===== src/hw/pec_pkg.sv =====
// package: control field layout, event codes and timing counts for the event counters
package pec_pkg;

  // control and status word carrying the counter controls
  localparam int CSR_W = 64;
  localparam int ENABLE_LSB = 44;
  localparam int ENABLE_W = 2;
  localparam int SEL0_LSB = 9;
  localparam int SEL0_W = 4;
  localparam int SEL1_LSB = 13;
  localparam int SEL1_W = 3;
  localparam int RANGE0_BIT = 1;
  localparam int RANGE1_BIT = 2;

  // counter widths: full range and short range, in bits
  localparam int CNT0_W = 16;
  localparam int CNT0_SHORT_W = 12;
  localparam int CNT1_W = 12;
  localparam int CNT1_SHORT_W = 8;

  // power-up value of both counters and of the halving prescalers
  localparam logic CNT_RESET_BIT = 1'b0;

  // cycles from the overflowing event to the interrupt request
  localparam int INTR_DELAY_CYCLES = 6;
  // the pending flag supplies the last of those cycles
  localparam int DELAY_STAGES = INTR_DELAY_CYCLES - 1;

  // counter 0 selections, upper three bits of the select field
  localparam logic [2:0] SEL0_ISSUE_HALF = 3'h0;
  localparam logic [2:0] SEL0_DRY = 3'h1;
  localparam logic [2:0] SEL0_LOAD = 3'h2;
  localparam logic [2:0] SEL0_FROZEN = 3'h3;
  localparam logic [2:0] SEL0_BRANCH = 3'h4;
  localparam logic [2:0] SEL0_CYCLE_GROUP = 3'h5;
  localparam logic [2:0] SEL0_NONISSUE_HALF = 3'h6;
  localparam logic [2:0] SEL0_EXTERNAL = 3'h7;
  // counter 0 full codes inside the cycle group
  localparam logic [3:0] SEL0_PRIV_CYCLES = 4'hb;
  localparam logic [3:0] SEL0_ALL_CYCLES = 4'ha;

  // counter 1 selections
  localparam logic [2:0] SEL1_DCACHE_MISS = 3'h0;
  localparam logic [2:0] SEL1_ICACHE_MISS = 3'h1;
  localparam logic [2:0] SEL1_DUAL_ISSUE = 3'h2;
  localparam logic [2:0] SEL1_MISPREDICT = 3'h3;
  localparam logic [2:0] SEL1_FP_OPERATE = 3'h4;
  localparam logic [2:0] SEL1_INT_OPERATE = 3'h5;
  localparam logic [2:0] SEL1_STORE = 3'h6;
  localparam logic [2:0] SEL1_EXTERNAL = 3'h7;

  // one-cycle event strobes from the pipeline and caches
  typedef struct packed {
    logic issue_single;
    logic issue_dual;
    logic dry_no_issue;
    logic frozen_no_issue;
    logic load_insn;
    logic branch_insn;
    logic privileged_code_mode;
    logic dcache_miss;
    logic icache_miss;
    logic branch_mispredict;
    logic fp_operate;
    logic int_operate;
    logic store_insn;
  } pec_events_t;

  // counter controls pulled out of the control word
  typedef struct packed {
    logic [ENABLE_W-1:0] counter_enable_pair;
    logic [SEL0_W-1:0] counter0_event_select;
    logic [SEL1_W-1:0] counter1_event_select;
    logic counter0_range_select;
    logic counter1_range_select;
  } pec_ctl_t;

endpackage


===== src/hw/pec_counter.sv =====
// free-running event counter with a selectable wrap range
module pec_counter #(
  parameter int WIDTH = 16,
  parameter int SHORT_W = 12
) (
  input wire logic clk,
  input wire logic rst,
  input wire logic inc,
  input wire logic short_range,
  output logic wrap
);

  logic [WIDTH-1:0] count_reg;
  logic [WIDTH-1:0] count_next;
  logic full_top;
  logic short_top;

  // range tops: all ones over the full or the short width
  assign full_top = &count_reg;
  assign short_top = &count_reg[SHORT_W-1:0];

  // overflow pulse in the cycle of the event that crosses the range
  assign wrap = inc & (short_range ? short_top : full_top);

  // counting never stops at a wrap; only reset clears
  assign count_next = inc ? count_reg + {{(WIDTH-1){1'b0}}, 1'b1} : count_reg;

  // count register
  always_ff @(posedge clk) begin
    if (rst) begin
      count_reg <= {WIDTH{pec_pkg::CNT_RESET_BIT}};
    end else begin
      count_reg <= count_next;
    end
  end

endmodule


===== src/hw/pec_delay.sv =====
// fixed-length pulse delay line
module pec_delay #(
  parameter int STAGES = 5
) (
  input wire logic clk,
  input wire logic rst,
  input wire logic din,
  output logic dout
);

  logic [STAGES-1:0] pipe_reg;
  logic [STAGES-1:0] pipe_next;

  // shift one place per clock
  generate
    if (STAGES == 1) begin : g_one
      assign pipe_next = din;
    end else begin : g_many
      assign pipe_next = {pipe_reg[STAGES-2:0], din};
    end
  endgenerate

  assign dout = pipe_reg[STAGES-1];

  // stage registers
  always_ff @(posedge clk) begin
    if (rst) begin
      pipe_reg <= '0;
    end else begin
      pipe_reg <= pipe_next;
    end
  end

endmodule


===== src/hw/pec_top.sv =====
// two performance event counters with delayed overflow interrupt requests

// What this block does
// - counters start at zero after power-up reset and are never cleared otherwise.
// - counting is gated by the two-bit enable at control bits 45:44.
// - both enable bits zero stops both counters; either bit one runs both.
// - counter 0 interrupts after 2^16 events, or 2^12 with range select set.
// - counter 1 interrupts after 2^12 events, or 2^8 with range select set.
// - interrupt request rises six cycles after the overflowing event.
// - counters keep counting after overflow regardless of interrupt state.
// - an interrupt is lost only if the counter wraps again before service.
// - no path exists to read intermediate counter values.
// - aborted and reissued loads each count once per attempt.
// - on icache miss counting, no instruction completes before interrupt entry.
// - on mispredict counting, at most two instructions complete before service.
// - counter 0 codes 000X and 110X count issues and non-issues halved.
// - counter 0 codes 001X and 011X count dry and frozen no-issue cycles.
// - counter 0 codes 010X count loads and 100X count branch-class instructions.
// - counter 0 code 1011 counts privileged cycles, 1010 counts all cycles.
// - counter 0 111X and counter 1 111 count external input bits 0, 1.
// - counter 1 codes 000 and 001 count data and instruction cache misses.
// - counter 1 codes 010 dual issues, 011 all mispredictions.
// - counter 1 codes 100 fp operates, 101 integer operates, 110 stores.
module pec_top (
  input wire logic CLOCK,
  input wire logic RST,
  input wire logic [pec_pkg::CSR_W-1:0] ICACHE_CTL_STATUS_REG,
  input pec_pkg::pec_events_t EVENTS,
  input wire logic [1:0] EXTERNAL_COUNT_INPUT,
  input wire logic [1:0] INTR_CLEAR_N,
  output logic COUNTER0_INTR_REQ,
  output logic COUNTER1_INTR_REQ
);

  // control fields
  // enable pair, select codes and range bits
  pec_pkg::pec_ctl_t ctl;
  logic count_enabled;
  logic [2:0] sel0_group;
  logic [3:0] sel0_code;
  logic [2:0] sel1_code;

  // field extraction from the control word
  assign ctl.counter_enable_pair =
    ICACHE_CTL_STATUS_REG[pec_pkg::ENABLE_LSB +: pec_pkg::ENABLE_W];
  assign ctl.counter0_event_select =
    ICACHE_CTL_STATUS_REG[pec_pkg::SEL0_LSB +: pec_pkg::SEL0_W];
  assign ctl.counter1_event_select =
    ICACHE_CTL_STATUS_REG[pec_pkg::SEL1_LSB +: pec_pkg::SEL1_W];
  assign ctl.counter0_range_select = ICACHE_CTL_STATUS_REG[pec_pkg::RANGE0_BIT];
  assign ctl.counter1_range_select = ICACHE_CTL_STATUS_REG[pec_pkg::RANGE1_BIT];

  // either enable bit runs both counters, both clear stop them
  assign count_enabled = |ctl.counter_enable_pair;

  // select codes split for decode
  assign sel0_code = ctl.counter0_event_select;
  assign sel0_group = sel0_code[3:1];
  assign sel1_code = ctl.counter1_event_select;

  // counter 0 select decode
  // one class wire per select group or full code
  logic pick0_issue_half;
  logic pick0_dry;
  logic pick0_load;
  logic pick0_frozen;
  logic pick0_branch;
  logic pick0_priv;
  logic pick0_cycles;
  logic pick0_nonissue_half;
  logic pick0_external;

  // one wire per counter 0 input class
  assign pick0_issue_half = (sel0_group == pec_pkg::SEL0_ISSUE_HALF);
  assign pick0_dry = (sel0_group == pec_pkg::SEL0_DRY);
  assign pick0_load = (sel0_group == pec_pkg::SEL0_LOAD);
  assign pick0_frozen = (sel0_group == pec_pkg::SEL0_FROZEN);
  assign pick0_branch = (sel0_group == pec_pkg::SEL0_BRANCH);
  assign pick0_priv = (sel0_code == pec_pkg::SEL0_PRIV_CYCLES);
  assign pick0_cycles = (sel0_code == pec_pkg::SEL0_ALL_CYCLES);
  assign pick0_nonissue_half = (sel0_group == pec_pkg::SEL0_NONISSUE_HALF);
  assign pick0_external = (sel0_group == pec_pkg::SEL0_EXTERNAL);

  // halving prescalers for the issue and non-issue selections
  // each keeps its phase while deselected or disabled
  logic issue_half_reg;
  logic issue_half_next;
  logic nonissue_half_reg;
  logic nonissue_half_next;
  logic issue_any;
  logic nonissue_cycle;
  logic issue_run;
  logic nonissue_run;
  logic [1:0] issue_units;
  logic [1:0] issue_sum;
  logic issue_half_inc;
  logic nonissue_half_inc;

  // issues this cycle: none, one, or two for a dual issue
  assign issue_any = EVENTS.issue_single | EVENTS.issue_dual;
  assign nonissue_cycle = ~issue_any;
  assign issue_units = EVENTS.issue_dual ? 2'h2 : {1'b0, EVENTS.issue_single};

  // prescalers only move while their selection is live and counting runs
  assign issue_run = count_enabled & pick0_issue_half;
  assign nonissue_run = count_enabled & pick0_nonissue_half;

  // issue halving: a dual issue adds exactly one, singles pair up
  assign issue_sum = {1'b0, issue_half_reg} + issue_units;
  assign issue_half_inc = issue_run & issue_sum[1];
  assign issue_half_next = issue_run ? issue_sum[0] : issue_half_reg;

  // non-issue halving: every second idle cycle counts
  assign nonissue_half_inc = nonissue_run & nonissue_cycle & nonissue_half_reg;
  assign nonissue_half_next = (nonissue_run & nonissue_cycle) ?
    ~nonissue_half_reg : nonissue_half_reg;

  // prescaler registers, cleared only by reset
  always_ff @(posedge CLOCK) begin
    if (RST) begin
      issue_half_reg <= pec_pkg::CNT_RESET_BIT;
      nonissue_half_reg <= pec_pkg::CNT_RESET_BIT;
    end else begin
      issue_half_reg <= issue_half_next;
      nonissue_half_reg <= nonissue_half_next;
    end
  end

  // counter 0 increment selection
  // at most one count per cycle reaches the counter
  logic ev0_dry;
  logic ev0_load;
  logic ev0_frozen;
  logic ev0_branch;
  logic ev0_priv;
  logic ev0_cycle;
  logic ev0_external;
  logic ev0_plain;
  logic inc0;

  // gated per-class increments, at most one per cycle
  assign ev0_dry = pick0_dry & EVENTS.dry_no_issue & nonissue_cycle;
  assign ev0_frozen = pick0_frozen & EVENTS.frozen_no_issue & nonissue_cycle;
  // each load attempt strobes once, aborted or not
  assign ev0_load = pick0_load & EVENTS.load_insn;
  assign ev0_branch = pick0_branch & EVENTS.branch_insn;
  assign ev0_priv = pick0_priv & EVENTS.privileged_code_mode;
  assign ev0_cycle = pick0_cycles;
  assign ev0_external = pick0_external & EXTERNAL_COUNT_INPUT[0];

  // the selections are exclusive, so an or is a mux
  assign ev0_plain = ev0_dry | ev0_load | ev0_frozen | ev0_branch |
    ev0_priv | ev0_cycle | ev0_external;
  assign inc0 = count_enabled & ev0_plain | issue_half_inc | nonissue_half_inc;

  // counter 1 select decode
  // one wire per three-bit select code
  logic pick1_dcache;
  logic pick1_icache;
  logic pick1_dual;
  logic pick1_mispredict;
  logic pick1_fp;
  logic pick1_int;
  logic pick1_store;
  logic pick1_external;

  // select code compares for counter 1
  assign pick1_dcache = (sel1_code == pec_pkg::SEL1_DCACHE_MISS);
  assign pick1_icache = (sel1_code == pec_pkg::SEL1_ICACHE_MISS);
  assign pick1_dual = (sel1_code == pec_pkg::SEL1_DUAL_ISSUE);
  assign pick1_mispredict = (sel1_code == pec_pkg::SEL1_MISPREDICT);
  assign pick1_fp = (sel1_code == pec_pkg::SEL1_FP_OPERATE);
  assign pick1_int = (sel1_code == pec_pkg::SEL1_INT_OPERATE);
  assign pick1_store = (sel1_code == pec_pkg::SEL1_STORE);
  assign pick1_external = (sel1_code == pec_pkg::SEL1_EXTERNAL);

  // counter 1 increment selection
  // gated events, one class live at a time
  logic ev1_dcache;
  logic ev1_icache;
  logic ev1_dual;
  logic ev1_mispredict;
  logic ev1_fp;
  logic ev1_int;
  logic ev1_store;
  logic ev1_external;
  logic inc1;

  // cache miss classes
  assign ev1_dcache = pick1_dcache & EVENTS.dcache_miss;
  assign ev1_icache = pick1_icache & EVENTS.icache_miss;
  // issue and prediction classes
  assign ev1_dual = pick1_dual & EVENTS.issue_dual;
  assign ev1_mispredict = pick1_mispredict & EVENTS.branch_mispredict;
  // instruction mix classes
  assign ev1_fp = pick1_fp & EVENTS.fp_operate;
  assign ev1_int = pick1_int & EVENTS.int_operate;
  assign ev1_store = pick1_store & EVENTS.store_insn;
  // external pin, bit 1
  assign ev1_external = pick1_external & EXTERNAL_COUNT_INPUT[1];

  // exclusive codes, gated by the shared enable
  assign inc1 = count_enabled & (ev1_dcache | ev1_icache | ev1_dual |
    ev1_mispredict | ev1_fp | ev1_int | ev1_store | ev1_external);

  // the two counters; their values stay internal
  // a wrap is a pulse on the overflowing event
  logic wrap0;
  logic wrap1;

  // counter 0: full or short range
  pec_counter #(
    .WIDTH(pec_pkg::CNT0_W),
    .SHORT_W(pec_pkg::CNT0_SHORT_W)
  ) u_counter0 (
    .clk(CLOCK),
    .rst(RST),
    .inc(inc0),
    .short_range(ctl.counter0_range_select),
    .wrap(wrap0)
  );

  // counter 1: full or short range
  pec_counter #(
    .WIDTH(pec_pkg::CNT1_W),
    .SHORT_W(pec_pkg::CNT1_SHORT_W)
  ) u_counter1 (
    .clk(CLOCK),
    .rst(RST),
    .inc(inc1),
    .short_range(ctl.counter1_range_select),
    .wrap(wrap1)
  );

  // no port carries a count out; only the requests leave

  // overflow to interrupt request timing
  // wrap pulse delayed, then latched as a request
  logic wrap0_late;
  logic wrap1_late;

  // fixed latency keeps the completion window short for miss and mispredict
  pec_delay #(
    .STAGES(pec_pkg::DELAY_STAGES)
  ) u_delay0 (
    .clk(CLOCK),
    .rst(RST),
    .din(wrap0),
    .dout(wrap0_late)
  );

  // same fixed latency for counter 1, icache miss path included
  pec_delay #(
    .STAGES(pec_pkg::DELAY_STAGES)
  ) u_delay1 (
    .clk(CLOCK),
    .rst(RST),
    .din(wrap1),
    .dout(wrap1_late)
  );

  // pending interrupt requests
  // set by a late wrap, cleared by an active-low strobe
  logic pend0_reg;
  logic pend0_next;
  logic pend1_reg;
  logic pend1_next;
  logic clear0;
  logic clear1;

  // write-zero clear strobes from software
  assign clear0 = ~INTR_CLEAR_N[0];
  assign clear1 = ~INTR_CLEAR_N[1];

  // a new overflow beats a clear in the same cycle; a second one merges
  assign pend0_next = wrap0_late | (pend0_reg & ~clear0);
  assign pend1_next = wrap1_late | (pend1_reg & ~clear1);

  // request flags
  always_ff @(posedge CLOCK) begin
    if (RST) begin
      pend0_reg <= 1'b0;
      pend1_reg <= 1'b0;
    end else begin
      pend0_reg <= pend0_next;
      pend1_reg <= pend1_next;
    end
  end

  // requests come straight from the flags
  assign COUNTER0_INTR_REQ = pend0_reg;
  assign COUNTER1_INTR_REQ = pend1_reg;

endmodule


===== config.mk =====
export PLATFORM = sky130hd
export DESIGN_NAME = pec_top
export DESIGN_NICKNAME = d
export VERILOG_FILES = /design/src/hw/pec_pkg.sv /design/src/hw/pec_counter.sv /design/src/hw/pec_delay.sv /design/src/hw/pec_top.sv
export SDC_FILE = /design/constraint.sdc
export NUM_CORES = 1
export LEC_CHECK = 0
export ABC_AREA = 1
export BUFFER_PORTS_ARGS = -buffer_cell sky130_fd_sc_hd__clkbuf_2
export CAP_MARGIN = 40
export CORE_ASPECT_RATIO = 1.4
export CORE_UTILIZATION = 30
export CTS_CLUSTER_DIAMETER = 30
export DETAILED_ROUTE_END_ITERATION = 8
export SYNTH_ARGS = -nofsm -noshare
export SYNTH_HDL_FRONTEND = slang
export SYNTH_HIERARCHICAL = 1
export SYNTH_SLANG_ARGS = --single-unit

===== constraint.sdc =====
create_clock -name CLOCK -period 1.5 [get_ports CLOCK]
set_input_delay 0.225 -clock CLOCK [delete_from_list [all_inputs] [get_ports CLOCK]]
set_output_delay 0.225 -clock CLOCK [all_outputs]
set_load 0.01 [all_outputs]

==> results.toml, run 1 <==
[drt]
drc_errors = 0
wl_um = 4209
antenna_left = 0
drt_iter0_drc = 92
vias = 1989
viasPerCell = 4.305
wl_per_cell_um = 9.110
dr.pass1.iters = 4

[finish]
nets = 456
largest_reg_flops = 16
area_delta_synth_final_pct = 27.93
layout-drive-gt1-share = 0.2541
antenna_cells = 0

[timing]
min_period_ps = 1641
final_max_slew_viol_count = 0
worst_clock_skew_ps = 4.926
finalSetupTns_ps = -847.0
hold_viol = 0
fin_crit_sh = 1.094
finalWorstSetupSlack_ps = -141.0
worst_pin_slew_ps = 370.4
rsz0062_at_grt = "true"
fmax_mhz = 609.4
slew_headroom = 0.7528
finalSetupViolations = 12

[critical_path]
r2r-start = "issue_half_reg"
r2r_cells = 12
cp-startpoint = "issue_half_reg"
endpoint_kind = "flop"
rrSetupSlack_ps = -140
crit_path_max_fanout = 5
arrival_ps = 1830
r2r_end = "u_counter0/count_reg[12]"
critPathKind = "flop to flop"
critPathLaunchType = "flop"
required_ps = 1690
crit_end = "u_counter0/count_reg[12]"

[run]
cap_violations = 0

[yosys]
yosys.area.top_type = "dfxtp_1"
netlist_area_um2 = 2106
syn_inst = 315
syn_nets = 401
avgSynthCellArea_um2 = 6.685
synth_most_common_cell = "nand2_1"
synthTopCellsByArea = "dfxtp_1 40%, nand2_1 13%, nor2_1 11%"
ys_types = 26
yosys_most_used_dff = "dfxtp_1"
synth.top_cell.area_share = 0.3993
ys_warn_count = 6
ys_ff_latch = 42
synth.top_cells.by_count = "74 x nand2_1, 59 x nor2_1, 45 x inv_1"
ys_seq_area_frac = 0.3993
synth-edff-count = 0
synth-async-reset-ratio = 0

[pwr]
comb_power_share = 0.111
power_density_nw_per_um2 = 764.3
p_clk_frac = 0.333
p_leak_nw = 1.212
power_switching_mw = 0.5105
swShare = 0.2479
vdd_ir_drop_max_uv = 634.5
seqPwrFrac = 0.556
p_int_mw = 1.548

[floorplanning]
die-area_um2 = 7363
die_y_um = 101.1
die_w_um = 72.81
rows = 35
core-area_um2 = 6700
initial_core_util = 0.3143
ios = 85

[place]
dp.final_hpwl_um = 3121
io_buffers = 31
pre_cts_ws_ps = -400.2
gp_congestion = 0.7927

[clock_tree]
root_buffer = "clkbuf_8"
cts_tree = "done"
cts_made_buffers = 5
htreeDepth = 2
clkLatencyLatePin_ps = 290
cts_sinks = 42
clk_path_buf_depth = 2
path_clk_slew_ps = 80

[global_routing]
first_global_vias = 1930
antenna_found_initial = 0
grt_max_degree = 14
grt.total_usage = 0.1292
grt_pass1_wl_um = 7631
overflow = 0

[run_status]
outcome = "finished, violations left"
violations = "setup timing"

[worst_hold_path]
hold_path_class = "primary input to flop"
-- placed cells by master (no fill, tap or decap), drive strengths merged --
cell type,netlist,routed
nor3,4,4
clkbuf,0,35
ha,3,3
a21o,1,1
a21oi,18,18
dfxtp,42,42
xnor2,1,1
xor2,2,2
and3,2,2
inv,47,47
a31oi,3,3
nand4,5,5
buf,1,19
or2,1,1
nand3,25,25
nand2,78,78
clkinv,2,4
o21ai,9,9
nor2,70,70
nand3b,1,1
-- stage by stage --
stage	utilization	instance area, um2	hold slack [ps]	power, mW	std cells
after floorplan	-	2133	291.7	1.278	315
after global placement	0.3694	2475	390.7	1.376	448
after detailed placement	0.3694	2475	391.6	1.380	448
after CTS	0.3899	2613	143.8	2.090	458
after global routing	0.4021	2694	167.5	2.172	462
final	0.4021	2694	153.8	2.059	462
-- cells by family (layout without fill, tap and decap cells) --
family                   Yosys count  after routing  share of synthesized area
AO/OA/AOI/OAI                     31             31                    0.07665
XOR/XNOR                           3              3                    0.01248
adder cells (fa/ha/maj)            3              3                    0.01783
buffers and inverters             50            105                    0.09269
flip-flops                        42             42                     0.3993
AND/OR/NAND/NOR                  186            186                     0.4011
-- metal layers --
metal / part of all wire / vias up / GRT usage
met3: 0.024 / 8 / 0.03184
met4: 0.019 / 0 / 0.04827
met5: 0 / - / 0
met1: 0.44 / 881 / 0.1384
li1: - / 1087 / -
met2: 0.52 / 13 / 0.2408
-- how the worst min path moves through the flow --
stage,to,start,slack (ps),cells after the start
after CTS,COUNTER0_INTR_REQ,INTR_CLEAR_N[0],140,3
after global routing,COUNTER0_INTR_REQ,INTR_CLEAR_N[0],170,3
after floorplan,u_delay0/pipe_reg[0],RST,290,1
after detailed placement,u_delay0/pipe_reg[2],u_delay0/pipe_reg[1],390,2
after global placement,u_delay0/pipe_reg[4],u_delay0/pipe_reg[3],390,2
final,COUNTER0_INTR_REQ,INTR_CLEAR_N[0],150,3
-- power groups by stage --
stage | combinational, mW | clock [mW] | sequential (mW)
after global routing | 0.260 | 0.764 | 1.15
after CTS | 0.219 | 0.728 | 1.14
after global placement | 0.207 | 0 | 1.17
after detailed placement | 0.211 | 0 | 1.17
after floorplan | 0.112 | 0 | 1.17
final | 0.228 | 0.685 | 1.15
-- critical path, cell delays in order (launching register included) --
cell	delay, ps
dfxtp_2	350
ha_4	120
xor2_1	130
nand3_1	80
nand2_1	70
inv_1	40
nand2_2	70
nand2_2	70
nor2_4	180
nand3_4	100
buf_4	150
o21ai_1	110
nor2_1	50
-- layout make-up --
| class | count | area, um2 |
|---|---|---|
| clock buffer | 5 | 68.82 |
| clock inverter | 2 | 10.01 |
| fill | 704 | 4006 |
| inverter | 49 | 198.9 |
| multi-input combinational | 223 | 1166 |
| sequential | 42 | 842.1 |
| tap | 92 | 115.1 |
| timing repair buffer | 49 | 292.8 |
-- repair_timing --
item / 4_1_cts / 5_1_grt
hold buffers: 0 / 0
setup endpoints to repair: 13 / 17
buffers inserted: 3 / 4
pin swaps: 11 / 11
gates resized for setup: 9 / 17
cloned: 0 / 0
No activity file was read; power rests on OpenSTA's default activity.
==> run 2: changes to the inputs <==
SKIP_CTS_REPAIR_TIMING = 1   (was default)
==> results.toml, run 2 (synthesis gave the netlist of run 1 again) <==
[drt]
wl_um = 4188
wl_per_cell_um = 9.124
antenna_left = 0
drc_errors = 0
vias = 1983
viasPerCell = 4.320
dr.pass1.iters = 4
drt_iter0_drc = 75

[clock_tree]
root_buffer = "clkbuf_8"
htreeDepth = 2
path_clk_slew_ps = 80
cts_sinks = 42
cts_tree = "done"
clkLatencyLatePin_ps = 290
cts_made_buffers = 5
clk_path_buf_depth = 2

[global_routing]
grt_busiest_layer = "met2"
antenna_found_initial = 0
first_global_vias = 1907
overflow = 0
grt_util_met3 = 0.03184
use_met2 = 0.2372
use_met1 = 0.1353
grt_pass1_wl_um = 7507
grt_max_degree = 14
grt.total_usage = 0.1272

[worst_hold_path]
hold_start = "INTR_CLEAR_N[0]"
hold_path_end = "COUNTER0_INTR_REQ"
hold_path_class = "primary input to flop"
min_path_cells = 3

[run]
cap_violations = 0

[finish]
fill_cells = 704
area_delta_synth_final_pct = 26.74
antenna_cells = 0
final_common_cell = "nand2_1"
layout-drive-gt1-share = 0.2425
nets = 453
largest_reg_flops = 16
stdcell_area_um2 = 2669
final_cell_mix = "72 x nand2_1, 57 x nor2_1, 42 x inv_1, 41 x dfxtp_1, 30 x clkbuf_2"

[place]
dp.final_hpwl_um = 3121
gp_congestion = 0.7927
placed_area_um2 = 2475
io_buffers = 31

[timing]
finalSetupViolations = 10
fmax_mhz = 624.8
worst_clock_skew_ps = 4.926
min_period_ps = 1600
slew_headroom = 0.7540
finalWorstSetupSlack_ps = -100.4
hold_viol = 0
worst_pin_slew_ps = 368.6
final_max_slew_viol_count = 0
fin_crit_sh = 1.067
rsz0062_at_grt = "true"

[floorplanning]
core-area_um2 = 6700
ios = 85
die_w_um = 72.81
initial_core_util = 0.3143
die_y_um = 101.1
rows = 35
die-area_um2 = 7363

[pwr]
power_density_nw_per_um2 = 773.0
vdd_ir_drop_max_uv = 636.4
p_leak_nw = 1.216
total_power_mw = 2.063

[critical_path]
rrSetupSlack_ps = -100
endpoint_kind = "flop"
crit_chain = "ha_4, xor2_1, nand3_1, nand2_1, inv_2, nand2_4, nand2_1, nor2_2, nand3_2, nor2_2, nor2_1, nor2_1"
cpMaxStageDelayCell = "dfxtp_2"
cp-startpoint = "issue_half_reg"
critPathBufInv = 1
critPathKind = "flop to flop"
max_stage_delay_ps = 350
crit_path_max_fanout = 5
arrival_ps = 1840
critPathLaunchType = "flop"
r2r_end = "u_counter0/count_reg[15]"
r2r-start = "issue_half_reg"
r2r_cells = 12
required_ps = 1740
cp_top_family = "simple AND/OR/NAND/NOR gates"

[run_status]
outcome = "finished, violations left"
violations = "setup timing"
[run 2: changes by cell type in the layout (fill, tap and decap cells not counted), sizes merged]
cell  change
buf       -3
[run 2: worst max-delay path by stage]
| stage | to | slack (ps) | cells after the start |
|---|---|---|---|
| 4_1_cts | u_delay0/pipe_reg[0] | -210 | 12 |
| 5_1_grt | u_delay0/pipe_reg[0] | -240 | 12 |
| 3_3_place_gp | u_delay0/pipe_reg[0] | -370 | 15 |
| 6_report | u_counter0/count_reg[15] | -100 | 12 |
| 2_1_floorplan | u_delay0/pipe_reg[0] | -60 | 14 |
| 3_5_place_dp | u_delay0/pipe_reg[0] | -400 | 15 |
[run 2: per-layer routing]
layer / share of wire / up-vias
met5: 0 / -
met1: 0.44 / 877
met2: 0.52 / 15
met3: 0.025 / 8
met4: 0.019 / 0
li1: - / 1083
[run 2: cell type report]
type                            count  area, um2  share of cell area
Clock buffer                        5      68.82             0.02579
Clock inverter                      2      10.01            0.003751
Inverter                           49      196.4             0.07361
Multi-Input combinational cell    223       1162              0.4355
Sequential cell                    42      842.1              0.3155
Tap cell                           92      115.1             0.04313
Timing Repair Buffer               46      274.0              0.1027
[run 2: stage by stage]
step	worst slack, ps	instances	hold slack [ps]	utilization	setup TNS, ps
global route	-241.1	459	167.5	0.3983	-2362
floorplan	-57.63	315	291.7	-	-72.06
global placement	-370.7	448	390.7	0.3694	-5091
finish	-100.4	459	151.3	0.3983	-419.9
CTS	-206.8	455	143.8	0.3811	-1374
detailed placement	-400.2	448	391.6	0.3694	-5628
[run 2: worst register-to-register path: stages (launching register included)]
cell	delay, ps
dfxtp_2	350
ha_4	120
xor2_1	130
nand3_1	80
nand2_1	80
inv_2	40
nand2_4	90
nand2_1	110
nor2_2	140
nand3_2	120
nor2_2	140
nor2_1	40
nor2_1	90
[run 2: power by group]
| part | total (mW) | internal (mW) | switching (mW) |
|---|---|---|---|
| clock network | 0.692 | 0.313 | 0.379 |
| registers | 1.14 | 1.13 | 0.0149 |
| logic | 0.227 | 0.104 | 0.122 |
==> run 3: changes to the inputs <==
CAP_MARGIN = 10   (was 40)
CORE_UTILIZATION = 43   (was 30)
PLACE_DENSITY = 0.75   (was default)
==> results.toml, run 3 (synthesis gave the netlist of run 1 again) <==
[timing]
fmax_mhz = 624.3
rsz0062_at_grt = "true"
slew_headroom = 0.7674
worst_pin_slew_ps = 348.5
final_max_slew_viol_count = 0
hold_viol = 0
finalWorstSetupSlack_ps = -101.7
holdWs_ps = 146.5
fin_crit_sh = 1.068
min_period_ps = 1602
worst_clock_skew_ps = 5.915
finalSetupViolations = 12

[worst_hold_path]
hold_path_class = "primary input to flop"

[global_routing]
grt_max_degree = 18
overflow = 0
grt_pass1_wl_um = 7314
first_global_vias = 1903
grt.total_usage = 0.1840
antenna_found_initial = 0

[finish]
final_common_cell = "nand2_1"
fill_cells = 421
layout-drive-gt1-share = 0.2587
multiInputGateArea_um2 = 1171
antenna_cells = 0
register_area_um2 = 842.1
largest_reg_flops = 16
area_delta_synth_final_pct = 31.61
final_cell_mix = "72 x nand2_1, 57 x nor2_1, 42 x inv_1, 41 x dfxtp_1, 31 x clkbuf_2"
stdcell_area_um2 = 2771
nets = 460

[clock_tree]
root_buffer = "clkbuf_8"
cts_tree = "done"
cts_sinks = 42
htreeDepth = 2
clk_path_buf_depth = 2
cts_made_buffers = 5
path_clk_slew_ps = 80
clkLatencyLatePin_ps = 290

[critical_path]
critPathBufInv = 2
required_ps = 1700
critPathKind = "flop to flop"
arrival_ps = 1800
cp_top_family = "simple AND/OR/NAND/NOR gates"
max_stage_delay_ps = 350
crit_path_max_fanout = 5
endpoint_kind = "flop"
cpMaxStageDelayCell = "dfxtp_2"
critPathLaunchType = "flop"
crit_chain = "ha_4, xor2_1, nand3_1, nand2_1, inv_2, nand2_4, nand2_4, nor2_4, buf_4, nand2_1, o21ai_2, nor2_1"

[drt]
drt_iter0_drc = 66
viasPerCell = 4.719
vias = 2062
dr.pass1.iters = 4
antenna_left = 0
wl_um = 4389
wl_per_cell_um = 10.04
drc_errors = 0

[floorplanning]
die-area_um2 = 5185
die_y_um = 84.80
core-area_um2 = 4608
ios = 85
rows = 29
die_w_um = 61.15
initial_core_util = 0.4570

[place]
io_buffers = 31
dp.final_hpwl_um = 3102
placed_area_um2 = 2460
gp_congestion = 0.8224
pre_cts_ws_ps = -416.8

[pwr]
vdd_ir_drop_max_uv = 654.7
p_leak_nw = 1.258
power_density_nw_per_um2 = 902.7

[run_status]
violations = "setup timing"
outcome = "finished, violations left"

[run]
cap_violations = 0
run 3: cell type report:
| cell class | instances | area share |
|---|---|---|
| Tap cell | 62 | 0.02799 |
| Inverter | 49 | 0.07269 |
| Clock buffer | 6 | 0.02980 |
| Multi-Input combinational cell | 223 | 0.4226 |
| Timing Repair Buffer | 53 | 0.1214 |
| Clock inverter | 2 | 0.02167 |
| Sequential cell | 42 | 0.3038 |
run 3: worst paths after layout:
kind | start | endpoint | slack, ps | cells past startpoint
max | issue_half_reg | u_counter0/count_reg[6] | -100 | 12
min | INTR_CLEAR_N[1] | COUNTER1_INTR_REQ | 150 | 3
max reg2reg | issue_half_reg | u_counter0/count_reg[6] | -100 | 12
min reg2reg | u_delay0/pipe_reg[3] | u_delay0/pipe_reg[4] | 400 | 2
run 3: metrics by stage:
step	util	instances	TNS (ps)	power (mW)
2_1_floorplan	-	315	-72.06	1.278
3_3_place_gp	0.5338	421	-3999	1.379
3_5_place_dp	0.5338	421	-4526	1.384
4_1_cts	0.5648	429	-1371	2.482
5_1_grt	0.6014	437	-3119	2.610
6_report	0.6014	437	-466.6	2.502
run 3: where the power goes:
group / internal [mW] / switching [mW]
clock network: 0.710 / 0.388
registers: 1.13 / 0.0177
logic: 0.125 / 0.132
total: 1.96 / 0.538
run 3: layer usage:
metal / track usage / part of all wire / routed length (um) / vias up
li1: - / - / - / 1104
met1: 0.1948 / 0.41 / 1802 / 920
met2: 0.3330 / 0.53 / 2342 / 28
met3: 0.04777 / 0.029 / 128 / 10
met4: 0.06612 / 0.026 / 116 / 0
met5: 0 / 0 / 0 / -
run 3: worst min-delay path, delay by kind of cell:
| kind | cells | cell delay (ps) |
|---|---|---|
| buf+inv | 1 | 70 |
| simple gates | 1 | 60 |
| compound gates | 1 | 50 |
